### config.mk
export PLATFORM = sky130hd
export DESIGN_NAME = four_channel_pwm_timer
export DESIGN_NICKNAME = d
export VERILOG_FILES = /design/src/pkg/pwm_pkg.sv /design/src/rtl/four_channel_pwm_timer.sv
export SDC_FILE = /design/constraint.sdc
export NUM_CORES = 1
export LEC_CHECK = 0
export BUFFER_PORTS_ARGS = -buffer_cell sky130_fd_sc_hd__buf_2
export CAP_MARGIN = 15
export CORE_MARGIN = 2
export CORE_UTILIZATION = 30
export DETAILED_ROUTE_END_ITERATION = 8
export HOLD_SLACK_MARGIN = 0.06
export PLACE_DENSITY = 0.43
export SYNTH_ARGS = -nofsm -noshare
export SYNTH_HDL_FRONTEND = slang
export SYNTH_SLANG_ARGS = --single-unit
### constraint.sdc
create_clock -name i_mclk -period 7.2 [get_ports i_mclk]
set_input_delay 0.36 -clock i_mclk [delete_from_list [all_inputs] [get_ports i_mclk]]
set_output_delay 0.36 -clock i_mclk [all_outputs]
set_load 0.005 [all_outputs]
### src/pkg/pwm_pkg.sv
// Register map, field positions, reset values and bus carrier of the PWM timer
package pwm_pkg;
  // Functional notes
  // - Four independent 8-bit PWM waveforms, one per port pin as alternate function.
  // - Every channel owns its own 8-bit counter, period and duty register.
  // - Period/duty writes while enabled wait in a buffer until rollover or disable.
  // - Counter write after period/duty write loads the new values at once.
  // - Counter matching the effective period ends the output cycle.
  // - Counter matching the effective duty flips the output mid cycle.
  // - Bit 7 joins channels 3 and 4, bit 6 joins channels 1 and 2.
  // - A joined pair uses the clock of its low channel, 2 or 4.
  // - In 16-bit mode pins of channels 1 and 3 are released.
  // - Joined 3-4: channel 3 is the upper byte, output on channel 4 pin.
  // - Joined 1-2: channel 1 is the upper byte, output on channel 2 pin.
  // - Upper counter byte read latches lower byte for one cycle.
  // - 16-bit mode: low counter byte write clears all, upper write ignored.
  // - Clock A is bus clock divided by 1, 2, 4 or 8.
  // - Clock B is bus clock divided by two to the field value, up to 128.
  // - 8-bit counter on clock A resets on scale match and toggles clock S.
  // - Clock S ranges from clock A over 2 down to clock A over 512.
  // - Each channel picks one of two clocks: scaled or its own prescaled.
  // - Bit 3 of the clock-select register is absent and reads zero.
  // - Clock S is clock A over twice the scale value, zero meaning 256.
  // - Select bit set picks clock S, else A for channels 1-2, B for 3-4.
  // - Start level is high with polarity set, low when clear; flips at duty.
  // - Enable forces the pin to output and gates the clock only on a clock edge.

  // ----------------------------
  // Register offsets
  // ----------------------------
  localparam logic [7:0] A_CLK = 8'h60;
  localparam logic [7:0] A_POL = 8'h61;
  localparam logic [7:0] A_SCL = 8'h62;
  localparam logic [7:0] A_EN  = 8'h63;
  localparam logic [7:0] A_CNT = 8'h64;
  localparam logic [7:0] A_PER = 8'h68;
  localparam logic [7:0] A_DTY = 8'h6c;

  // ----------------------------
  // Field positions and masks
  // ----------------------------
  localparam int J34_BIT = 7;
  localparam int J12_BIT = 6;
  localparam int CKA_LSB = 4;
  localparam int CKB_LSB = 0;
  localparam int SELS_LSB = 4;
  localparam logic [7:0] CLK_MASK = 8'hf7;
  localparam logic [7:0] EN_MASK  = 8'h0f;

  // ----------------------------
  // Reset values
  // ----------------------------
  localparam logic [7:0] RST_REG = 8'h00;
  localparam logic [7:0] RST_PD  = 8'hff;

  // Register bus request
  typedef struct packed {
    logic [7:0] addr;
    logic [7:0] wdata;
    logic       wr;
    logic       rd;
  } bus_req_t;
endpackage : pwm_pkg

### src/rtl/four_channel_pwm_timer.sv
// Four-channel PWM timer with clock prescalers, scaled clock and pair joining
//
// Added by the designer: the strobed register port.
`timescale 1ns/100ps
module four_channel_pwm_timer (
  input  wire logic       i_mclk,
  input  wire logic       i_rst,
  input  wire logic [7:0] i_addr,
  input  wire logic [7:0] i_wdata,
  input  wire logic       i_wr,
  input  wire logic       i_rd,
  output logic      [7:0] o_rdata,
  output logic      [3:0] o_wave_out,
  output logic      [3:0] o_wave_out_oe
);

  // ----------------------------
  // Functions
  // ----------------------------

  // One-hot select of a group of four byte registers
  function automatic logic [3:0] group_dec(input logic [7:0] a,
                                           input logic [7:0] base);
    group_dec = 4'h0;
    if (a[7:2] == base[7:2]) begin
      group_dec[a[1:0]] = 1'b1;
    end
  endfunction : group_dec

  // Tick once every two-to-the-code bus cycles
  function automatic logic div_tick(input logic [6:0] pre,
                                    input logic [2:0] code);
    logic [7:0] mask;
    mask = (8'h01 << code) - 8'h01;
    div_tick = &(pre | ~mask[6:0]);
  endfunction : div_tick

  // ----------------------------
  // State
  // ----------------------------
  pwm_pkg::bus_req_t req;
  logic [7:0] clk_q;
  logic [7:0] pol_q;
  logic [7:0] scl_q;
  logic [7:0] en_q;
  logic [7:0] cnt_q  [4];
  logic [7:0] cnt_d  [4];
  logic [7:0] per_q  [4];
  logic [7:0] dty_q  [4];
  logic [7:0] pbuf_q [4];
  logic [7:0] dbuf_q [4];
  logic [3:0] run_q;
  logic [3:0] run_d;
  logic [3:0] lvl_q;
  logic [3:0] lvl_d;
  logic [3:0] wave_d;
  logic [3:0] oe_d;
  logic [6:0] pre_q;
  logic [7:0] scnt_q;
  logic       stog_q;
  logic [7:0] snap_q;
  logic [3:0] snap_v_q;
  logic [7:0] rdata_q;
  logic [3:0] wave_q;
  logic [3:0] oe_q;

  // ----------------------------
  // Register bus decode
  // ----------------------------

  // Strobes come from logic on this clock, so no synchroniser
  assign req = {i_addr, i_wdata, i_wr, i_rd};

  wire       wr_clk = req.wr && (req.addr == pwm_pkg::A_CLK);
  wire       wr_pol = req.wr && (req.addr == pwm_pkg::A_POL);
  wire       wr_scl = req.wr && (req.addr == pwm_pkg::A_SCL);
  wire       wr_en  = req.wr && (req.addr == pwm_pkg::A_EN);
  wire [3:0] sel_cnt = group_dec(req.addr, pwm_pkg::A_CNT);
  wire [3:0] sel_per = group_dec(req.addr, pwm_pkg::A_PER);
  wire [3:0] sel_dty = group_dec(req.addr, pwm_pkg::A_DTY);
  wire [3:0] cnt_wr  = sel_cnt & {4{req.wr}};
  wire [3:0] per_wr  = sel_per & {4{req.wr}};
  wire [3:0] dty_wr  = sel_dty & {4{req.wr}};

  // ----------------------------
  // Configuration fields
  // ----------------------------

  // Pair 1-2 is bit 0, pair 3-4 is bit 1
  wire [1:0] join_w = {clk_q[pwm_pkg::J34_BIT],
                       clk_q[pwm_pkg::J12_BIT]};
  wire [1:0] cka    = clk_q[pwm_pkg::CKA_LSB +: 2];
  wire [2:0] ckb    = clk_q[pwm_pkg::CKB_LSB +: 3];

  // ----------------------------
  // Clock section
  // ----------------------------

  // Clocks A, B and S are one-cycle ticks off a shared prescaler,
  // which keeps the whole block in one domain
  wire tick_a = div_tick(pre_q, {1'b0, cka});
  wire tick_b = div_tick(pre_q, ckb);

  // Scale value zero wraps the 8-bit compare, acting as 256
  wire scl_hit = tick_a && (8'(scnt_q + 8'h01) == scl_q);
  wire tick_s  = scl_hit && stog_q;

  // Prescaler and scaled-clock counter
  always_ff @(posedge i_mclk or posedge i_rst) begin
    if (i_rst) begin
      pre_q  <= 7'h00;
      scnt_q <= 8'h00;
      stog_q <= 1'b0;
    end else begin
      pre_q <= pre_q + 7'h01;
      if (scl_hit) begin
        scnt_q <= 8'h00;
        stog_q <= ~stog_q;
      end else if (tick_a) begin
        scnt_q <= scnt_q + 8'h01;
      end
    end
  end

  // ----------------------------
  // Channel engine
  // ----------------------------
  logic [3:0] raw_tick;
  logic [3:0] tick;
  logic [3:0] wrap;
  logic [3:0] hit;
  logic [3:0] load;
  logic [3:0] cwr;
  logic [3:0] hi_ch;

  // A joined pair is run by its low channel; both bytes then compute
  // the same 16-bit step and each keeps its own byte of it
  always_comb begin
    int lo;
    int hi;
    int src;
    logic cat;
    logic zd;
    logic [15:0] c16;
    logic [15:0] p16;
    logic [15:0] d16;
    logic [15:0] nxt;
    lo  = 0;
    hi  = 0;
    src = 0;
    cat = 1'b0;
    zd  = 1'b0;
    c16 = 16'h0000;
    p16 = 16'h0000;
    d16 = 16'h0000;
    nxt = 16'h0000;
    for (int i = 0; i < 4; i++) begin
      raw_tick[i] = pol_q[pwm_pkg::SELS_LSB + i] ? tick_s
                  : ((i < 2) ? tick_a : tick_b);
      run_d[i]    = raw_tick[i] ? en_q[i] : run_q[i];
    end
    for (int i = 0; i < 4; i++) begin
      lo  = i | 1;
      hi  = i & 2;
      cat = join_w[i / 2];
      src = cat ? lo : i;
      hi_ch[i] = cat && (i == hi);
      tick[i]  = raw_tick[src] && run_q[src];
      if (cat) begin
        c16 = {cnt_q[hi], cnt_q[lo]};
        p16 = {pbuf_q[hi], pbuf_q[lo]};
        d16 = {dbuf_q[hi], dbuf_q[lo]};
        zd  = ({dty_q[hi], dty_q[lo]} == 16'h0000);
      end else begin
        c16 = {8'h00, cnt_q[i]};
        p16 = {8'h00, pbuf_q[i]};
        d16 = {8'h00, dbuf_q[i]};
        zd  = (dty_q[i] == 8'h00);
      end
      nxt     = c16 + 16'h0001;
      wrap[i] = (nxt == p16);
      hit[i]  = (nxt == d16);
      // Upper-byte counter writes are dropped when joined
      cwr[i]  = cat ? cnt_wr[lo] : cnt_wr[i];
      load[i] = !run_q[src] || (tick[i] && wrap[i])
              || cwr[i];
      if (cwr[i] || (tick[i] && wrap[i])) begin
        cnt_d[i] = 8'h00;
      end else if (tick[i]) begin
        cnt_d[i] = hi_ch[i] ? nxt[15:8] : nxt[7:0];
      end else begin
        cnt_d[i] = cnt_q[i];
      end
      // Zero duty keeps the output in its after-duty state
      if (load[i]) begin
        lvl_d[i] = zd;
      end else if (tick[i] && hit[i]) begin
        lvl_d[i] = 1'b1;
      end else begin
        lvl_d[i] = lvl_q[i];
      end
      wave_d[i] = hi_ch[i] ? 1'b0
                : (lvl_d[i] ? ~pol_q[src] : pol_q[src]);
      oe_d[i]   = !hi_ch[i] && en_q[i];
    end
  end

  // ----------------------------
  // Register file
  // ----------------------------

  // Software-visible registers; reads return the last value written, with the bits cleared by CLK_MASK and EN_MASK reading zero
  always_ff @(posedge i_mclk or posedge i_rst) begin
    if (i_rst) begin
      clk_q <= pwm_pkg::RST_REG;
      pol_q <= pwm_pkg::RST_REG;
      scl_q <= pwm_pkg::RST_REG;
      en_q  <= pwm_pkg::RST_REG;
    end else begin
      if (wr_clk) clk_q <= req.wdata & pwm_pkg::CLK_MASK;
      if (wr_pol) pol_q <= req.wdata;
      if (wr_scl) scl_q <= req.wdata;
      if (wr_en)  en_q  <= req.wdata & pwm_pkg::EN_MASK;
    end
  end

  // Per-channel counters, registers and buffers
  always_ff @(posedge i_mclk or posedge i_rst) begin
    if (i_rst) begin
      for (int i = 0; i < 4; i++) begin
        cnt_q[i]  <= pwm_pkg::RST_REG;
        per_q[i]  <= pwm_pkg::RST_PD;
        dty_q[i]  <= pwm_pkg::RST_PD;
        pbuf_q[i] <= pwm_pkg::RST_PD;
        dbuf_q[i] <= pwm_pkg::RST_PD;
      end
    end else begin
      for (int i = 0; i < 4; i++) begin
        cnt_q[i] <= cnt_d[i];
        if (per_wr[i]) per_q[i] <= req.wdata;
        if (dty_wr[i]) dty_q[i] <= req.wdata;
        if (load[i]) begin
          pbuf_q[i] <= per_q[i];
          dbuf_q[i] <= dty_q[i];
        end
      end
    end
  end

  // Output and clock-gate flops
  always_ff @(posedge i_mclk or posedge i_rst) begin
    if (i_rst) begin
      run_q  <= 4'h0;
      lvl_q  <= 4'h0;
      wave_q <= 4'h0;
      oe_q   <= 4'h0;
    end else begin
      run_q  <= run_d;
      lvl_q  <= lvl_d;
      wave_q <= wave_d;
      oe_q   <= oe_d;
    end
  end

  // ----------------------------
  // Read path
  // ----------------------------

  // Upper counter read freezes the low byte for the next cycle only,
  // so a back-to-back low read sees a coherent 16-bit count
  wire take12 = req.rd && sel_cnt[0] && join_w[0];
  wire take34 = req.rd && sel_cnt[2] && join_w[1];

  logic [7:0] rd_val;

  // Read mux; unmapped addresses read zero
  always_comb begin
    rd_val = 8'h00;
    if (req.addr == pwm_pkg::A_CLK) rd_val = clk_q;
    if (req.addr == pwm_pkg::A_POL) rd_val = pol_q;
    if (req.addr == pwm_pkg::A_SCL) rd_val = scl_q;
    if (req.addr == pwm_pkg::A_EN)  rd_val = en_q;
    for (int i = 0; i < 4; i++) begin
      if (sel_cnt[i]) rd_val = snap_v_q[i] ? snap_q : cnt_q[i];
      if (sel_per[i]) rd_val = per_q[i];
      if (sel_dty[i]) rd_val = dty_q[i];
    end
  end

  // Read data stands only in the cycle after the strobe
  always_ff @(posedge i_mclk or posedge i_rst) begin
    if (i_rst) begin
      rdata_q  <= 8'h00;
      snap_q   <= 8'h00;
      snap_v_q <= 4'h0;
    end else begin
      rdata_q  <= req.rd ? rd_val : 8'h00;
      snap_q   <= take34 ? cnt_q[3] : cnt_q[1];
      snap_v_q <= {take34, 1'b0, take12, 1'b0};
    end
  end

  assign o_rdata       = rdata_q;
  assign o_wave_out    = wave_q;
  assign o_wave_out_oe = oe_q;
endmodule : four_channel_pwm_timer

Word level (Yosys, flattened, before mapping)
Index checks and enable logic that the tools add are counted.
{"block": "op_classes", "add_sub_neg": 8, "order_cmp": 6, "eq_ne": 16, "shift": 2, "n_mux": 93, "bitwise_logic": 12, "reduce_logical": 56}
{"op": "$mux W8", "count": 32}
{"op": "$mux W16", "count": 12}
{"op": "$eq A16 B16 Y1", "count": 8}
{"op": "$add A16 B1 Y16 const B", "count": 4}
{"op": "$mux W1", "count": 39}
{"op": "$eq A8 B7 Y1 const B", "count": 4}
{"op": "$logic_not A16 Y1", "count": 2}
{"op": "$logic_not A8 Y1", "count": 4}
{"op": "$logic_and A1 B1 Y1", "count": 25}
{"op": "$eq A6 B5 Y1 const B", "count": 3}
{"op": "$not A7 Y7", "count": 2}
{"op": "$or A7 B7 Y7", "count": 2}
{"op": "$reduce_and A7 Y1", "count": 2}
{"op": "$sub A7 B1 Y7 const B", "count": 2}
{"op": "$and A4 B4 Y4", "count": 3}
{"op": "$logic_or A1 B1 Y1", "count": 12}
{"op": "$mux W4", "count": 3}
{"op": "$reduce_bool A2 Y1", "count": 5}
{"op": "$add A8 B1 Y8 const B", "count": 1}
{"op": "$bmux W1 S2", "count": 4}
{"op": "$eq A8 B8 Y1", "count": 1}
{"op": "$add A7 B1 Y7 const B", "count": 1}
{"op": "$shl A1 B2 Y7 const A", "count": 1}
{"op": "$shl A1 B3 Y7 const A", "count": 1}
{"op": "other kinds (9)", "count": 20}
{"block": "totals", "regBits": 237, "inputBits": 20, "output_inout_bits": 16, "word_cells": 230}

Longest topological paths before layout
{"block": "depth", "depth_word": 18, "ltp_mapped": 21, "mapped_depth_nobuf": 12}

Worst setup path after synthesis
No wires, ideal clock.
{"block": "synth_path", "kind": "register -> register", "startpoint": "register clk_q[6]", "endpoint": "register lvl_q[0]", "setup_time_ps": 125, "t_arrival_ps": 5187, "required_time_ps": 7075, "slack_ps": 1888, "stages_incl_launch_ff": 20, "n_path_buf": 9, "synth_period_minus_slack_ps": 5312, "path_cell_list": "dfrtp_1 -> buf_2 -> buf_1 -> clkbuf_1 -> clkbuf_1 -> clkbuf_1 -> clkbuf_1 -> clkbuf_1 -> mux2_2 -> ha_1 -> clkbuf_1 -> xnor2_1 -> o21ai_0 -> o31ai_1 -> nand3_1 -> nor4_1 -> o2111ai_1 -> o311ai_4 -> buf_2 -> mux2_2"}
{"block": "synth_between", "elab_chain_len": 9, "elab_cells_between_ends": 23, "cone_classes": "add/sub: 1; eq/ne: 2; mux: 14; reduce/logical: 6"}
{"element": "from (decl)", "line_no": "four_channel_pwm_timer.sv:42", "rtl": "logic [7:0] clk_q;"}
{"element": "from (signal assigned)", "line_no": "four_channel_pwm_timer.sv:215", "rtl": "clk_q <= pwm_pkg::RST_REG;"}
{"element": "from (signal assigned)", "line_no": "four_channel_pwm_timer.sv:220", "rtl": "if (wr_clk) clk_q <= req.wdata & pwm_pkg::CLK_MASK;"}
{"element": "branches (longest 8 deep; another with $add A16 B1 Y16)"}
{"element": "$mux W1 *", "line_no": "four_channel_pwm_timer.sv:195", "rtl": "if (load[i]) begin"}
{"element": "named net lvl_d[0]", "line_no": "four_channel_pwm_timer.sv:55", "rtl": "logic [3:0] lvl_d;"}
{"element": "to (signal assigned)", "line_no": "four_channel_pwm_timer.sv:259", "rtl": "lvl_q <= lvl_d;"}
{"element": "to (decl)", "line_no": "four_channel_pwm_timer.sv:54", "rtl": "logic [3:0] lvl_q;"}
Mark *: on every way through the listed nets, which the timed path passes. The select of a mux whose other input is x is not followed.
A chain may end at the register's enable or synchronous reset.

Worst setup path after layout
{"block": "layout_path", "startpoint": "register clk_q[6]", "endpoint": "register wave_q[1], in the netlist o_wave_out[1]"}
{"block": "layout_between", "elab_chain_len": 8, "elab_cells_between_ends": 14, "cone_classes": "add/sub: 1; eq/ne: 2; mux: 7; reduce/logical: 4"}
{"element": "$mux W16", "line_no": "four_channel_pwm_timer.sv:169", "rtl": "if (cat) begin"}
{"element": "$add A16 B1 Y16", "line_no": "four_channel_pwm_timer.sv:180", "rtl": "nxt = c16 + 16'h0001;"}
{"element": "$eq A16 B16 Y1", "line_no": "four_channel_pwm_timer.sv:181", "rtl": "wrap[i] = (nxt == p16);"}
{"element": "$logic_and A1 B1 Y1", "line_no": "four_channel_pwm_timer.sv:185", "rtl": "load[i] = !run_q[src] || (tick[i] && wrap[i])"}
{"element": "$logic_or A1 B1 Y1", "line_no": "four_channel_pwm_timer.sv:185"}
{"element": "$logic_or A1 B1 Y1", "line_no": "four_channel_pwm_timer.sv:186", "rtl": "|| cwr[i];"}
{"element": "$mux W1 *", "line_no": "four_channel_pwm_timer.sv:195"}
{"element": "named net lvl_d[1]", "line_no": "four_channel_pwm_timer.sv:55"}
{"element": "$mux W1 *", "line_no": "four_channel_pwm_timer.sv:203", "rtl": ": (lvl_d[i] ? ~pol_q[src] : pol_q[src]);"}
{"element": "named net wave_d[1]", "line_no": "four_channel_pwm_timer.sv:56", "rtl": "logic [3:0] wave_d;"}
{"element": "to (signal assigned)", "line_no": "four_channel_pwm_timer.sv:260", "rtl": "wave_q <= wave_d;"}
{"element": "to (decl)", "line_no": "four_channel_pwm_timer.sv:64", "rtl": "logic [3:0] wave_q;"}
The timed path passes the listed nets; every way through them passes the cells marked *.

==> results.json <==
{
  "p_per_area_nw_per_um2": 265,
  "grt_use_total_pct": 20.3,
  "design.final.nets": 1480,
  "clock-root-buffer": "sky130_fd_sc_hd__clkbuf_16",
  "syn_nets": 1497,
  "slew_worst_pin_ns": 1.15,
  "first_pass_iteration_count_of_the_detailed_router": 5,
  "number_of_sinks_handled_by_clock_tree_synthesis": 237,
  "clock_latency_ns": 0.58,
  "vdd_drop_max_mv": 0.168,
  "detailed_place_hpwl_um": 37900,
  "netlist_instances": 1471,
  "cts.clk_slew.worst_paths_ns": 0.06,
  "post_layout_nonfiller_instances": 2140,
  "gr-total-overflow": 0,
  "async_flop_share_pct": 100,
  "finish.utilization_pct": 33.9,
  "cts_tree": "yes",
  "status": "completed",
  "placement_rows": 81,
  "required_ns": 7.68,
  "yosys_most_used_dff": "sky130_fd_sc_hd__dfstp_2",
  "post-route-period-util_pct": 67.4,
  "final.min_clock_period_ns": 4.85,
  "crit_fanout": 35,
  "chipWidth_um": 227,
  "drive_above_1_share_pct": 29.1,
  "rsz0062_at_grt": "false",
  "final_critical_path_setup_slack_ns": 2.35,
  "synth_warnings": 0,
  "cp_cell_sequence": "buf_4 -> nand3_2 -> nor4_1 -> o21ai_0 -> nand2_1 -> o22ai_1 -> nand4b_1 -> o211a_1 -> mux2i_1 -> xor2_1",
  "final-seq-area_um2": 6090,
  "post_drt_wl_per_cell_um": 24.2,
  "critical_path.endpoint_type": "register",
  "grt_start_max_net_pins": 152,
  "wire_length_reported_by_the_detailed_router_um": 51700,
  "pre_cts_ws_ns": 2.47,
  "finalHoldWorstSlack_ns": 0.147,
  "worst_hold_path_type": "input pin to register",
  "gp_congestion": 0.865,
  "max_stage_delay_ns": 0.95,
  "layout.cells.most_common": "sky130_fd_sc_hd__mux2_2",
  "placeable_core_area_um2": 49000,
  "distinct_cell_type_count_after_synthesis": 87,
  "die_y_um": 227,
  "crit_path_start_kind": "register",
  "synth-seq-cells": 237,
  "final_max_slew_viol_count": 0,
  "mostFrequentLayoutCells": "sky130_fd_sc_hd__mux2_2, sky130_fd_sc_hd__dfstp_2, sky130_fd_sc_hd__xnor2_1, sky130_fd_sc_hd__nand2_1, sky130_fd_sc_hd__dfrtp_1",
  "ys_seq_area_share_pct": 40.9,
  "detailroute.via_count": 11599,
  "max_clock_freq_mhz": 206,
  "dpl.cell_count": 2086,
  "antennaDiodeCount": 0,
  "postSynthAreaPerCell_um2": 10.1,
  "slew-limit-headroom_pct": 23.1,
  "highest_layer": "met5",
  "slowest_stage": "sky130_fd_sc_hd__nor4_1",
  "ant_nets": 0,
  "finalHoldViolations": 0,
  "cts_htree_levels": 1,
  "drt_drc_violations_left": 0,
  "drt-met1-wl_um": 25100,
  "finClkSkew_ns": 0.0182,
  "first_global_vias": 11366,
  "floorplan.initialDensity_pct": 30.4,
  "area.growth.synth_to_final_pct": 11.5,
  "grt_antenna_before_repair": 1,
  "drv.max_cap_violation_count": 0,
  "dieArea_um2": 51400,
  "worst-setup-path-type": "register to register",
  "route.met3.wl_um": 2690,
  "fill_cells": 4995,
  "met2_wirelength_from_detailed_routing_um": 22900,
  "netlist_area_um2": 14900,
  "grt_first_pass_wirelength_um": 77700,
  "cts-buffers-inserted": 29,
  "clock_tree.buffer_depth": 3,
  "finalSetupViolations": 0,
  "io_pins": 36,
  "worst-endpoint-arrival_ns": 5.33,
  "fin_tns_setup_ns": 0,
  "viasPerCell": 5.42,
  "footprint_of_the_multi_input_gates_um2": 8290,
  "synth_edf_count": 0,
  "portBuffers": 35,
  "initialDrtViolationCount": 1041,
  "leakagePower_nw": 6.60
}
[synthesized netlist by cell type, types with 4 or more instances]
cell / n / area [um2]
sky130_fd_sc_hd__nand4_1: 23 / 144
sky130_fd_sc_hd__and3_1: 7 / 43.8
sky130_fd_sc_hd__a22o_1: 5 / 43.8
sky130_fd_sc_hd__nand2b_1: 12 / 75.1
sky130_fd_sc_hd__xnor2_1: 118 / 1030
sky130_fd_sc_hd__o2bb2ai_1: 5 / 43.8
sky130_fd_sc_hd__mux2i_1: 40 / 400
sky130_fd_sc_hd__a21o_1: 21 / 158
sky130_fd_sc_hd__or3_1: 11 / 68.8
sky130_fd_sc_hd__nand4b_1: 7 / 61.3
sky130_fd_sc_hd__a221oi_1: 9 / 78.8
sky130_fd_sc_hd__o21ai_0: 73 / 365
sky130_fd_sc_hd__nand3_1: 55 / 275
sky130_fd_sc_hd__nor2b_1: 13 / 81.3
sky130_fd_sc_hd__a22oi_1: 13 / 97.6
sky130_fd_sc_hd__a211o_1: 9 / 78.8
sky130_fd_sc_hd__dfrtp_1: 109 / 2730
sky130_fd_sc_hd__nand2_1: 109 / 409
sky130_fd_sc_hd__nand3b_1: 10 / 75.1
sky130_fd_sc_hd__nor4_1: 23 / 144
sky130_fd_sc_hd__inv_1: 25 / 93.8
sky130_fd_sc_hd__buf_2: 24 / 120
sky130_fd_sc_hd__a222oi_1: 7 / 70.1
sky130_fd_sc_hd__mux2_2: 181 / 2040
sky130_fd_sc_hd__o211ai_1: 8 / 60.1
sky130_fd_sc_hd__or4_1: 4 / 30.0
sky130_fd_sc_hd__dfstp_2: 128 / 3360
sky130_fd_sc_hd__nor2_1: 72 / 270
sky130_fd_sc_hd__o22ai_1: 7 / 43.8
sky130_fd_sc_hd__or2_2: 7 / 43.8
sky130_fd_sc_hd__o31ai_1: 7 / 52.6
sky130_fd_sc_hd__ha_1: 6 / 75.1
sky130_fd_sc_hd__nor3_1: 40 / 200
sky130_fd_sc_hd__a21oi_1: 59 / 295
sky130_fd_sc_hd__buf_1: 12 / 45.0
sky130_fd_sc_hd__o41ai_1: 4 / 35.0
sky130_fd_sc_hd__clkbuf_1: 55 / 206
sky130_fd_sc_hd__xor2_1: 61 / 534
sky130_fd_sc_hd__and2_1: 8 / 50.1
sky130_fd_sc_hd__a31oi_1: 11 / 68.8
[metrics by stage]
stage	instance area [um2]	power (mW)
2_1_floorplan	14900	2.50
3_3_place_gp	15600	2.88
3_5_place_dp	15600	2.86
4_1_cts	16600	4.43
5_1_grt	16600	4.62
6_report	16600	4.39
[logic make-up after synthesis]
group,Yosys count,synth area share [%]
AOI/OAI and AO/OA,282,12.9
and+or+nand+nor,420,14.5
buffers and inverters,120,3.36
muxes,225,16.9
adders and majority gates,6,0.505
DFF,237,40.9
xor gates and xnor gates,181,10.8
[state kept, by name, summed over array words and instances (netlist names), 7 cells and up]
name,flops
pre_q,7
clk_q,7
per_q,32
snap_q,8
pbuf_q,32
dty_q,32
scl_q,8
scnt_q,8
pol_q,8
cnt_q,32
o_rdata,8
dbuf_q,32
[critical path: cells and delay by family, from the launching register on]
family          cells  cell delay, ns
buf+inv             1            0.47
mux                 1            0.51
flops               1            0.75
simple gates        4            1.75
compound gates      3            1.01
xor+xnor            1            0.25
[report_power, final]
| group | internal [mW] | switching [mW] | total, mW |
|---|---|---|---|
| Sequential | 1.48 | 0.301 | 1.78 |
| Clock | 0.935 | 0.603 | 1.54 |
| Combinational | 0.469 | 0.599 | 1.07 |
| Total | 2.89 | 1.50 | 4.39 |
[path summary, 6_finish.rpt]
check	from	to	slack [ns]	cells after the start
max in group asynchronous	i_rst	clk_q[6]$_DFFE_PP0P_	5.43	4
setup reg to reg	clk_q[6]$_DFFE_PP0P_	o_wave_out[1]$_DFF_PP0_	2.35	10
hold reg to reg	en_q[1]$_DFFE_PP0P_	o_wave_out_oe[1]$_DFF_PP0_	0.46	0
setup / recovery	clk_q[6]$_DFFE_PP0P_	o_wave_out[1]$_DFF_PP0_	2.35	10
hold / removal	i_rd	o_rdata[1]$_DFF_PP0_	0.15	3
min in group asynchronous	i_rst	cnt_q[19]$_DFFE_PP0P_	0.44	3
[cell type report]
type | instances | share of cell area (%)
Clock buffer | 41 | 4.95
Clock inverter | 12 | 1.04
Inverter | 25 | 0.611
Multi-Input combinational cell | 1114 | 50.0
Sequential cell | 237 | 36.7
Tap cell | 664 | 5.01
Timing Repair Buffer | 47 | 1.69
[what timing repair did]
action	in CTS	in global routing
gates resized for setup	0	0
hold buffers	1	0
endpoints found under the hold margin	34	0
setup buffers	0	0
[metal layers]
layer  track usage [%]  vias up
li1                  -     5323
met1              30.0     5894
met2              31.5      317
met3              2.92       63
met4              4.05        2
met5                 0        -
Power figures use the tool's default switching activity.
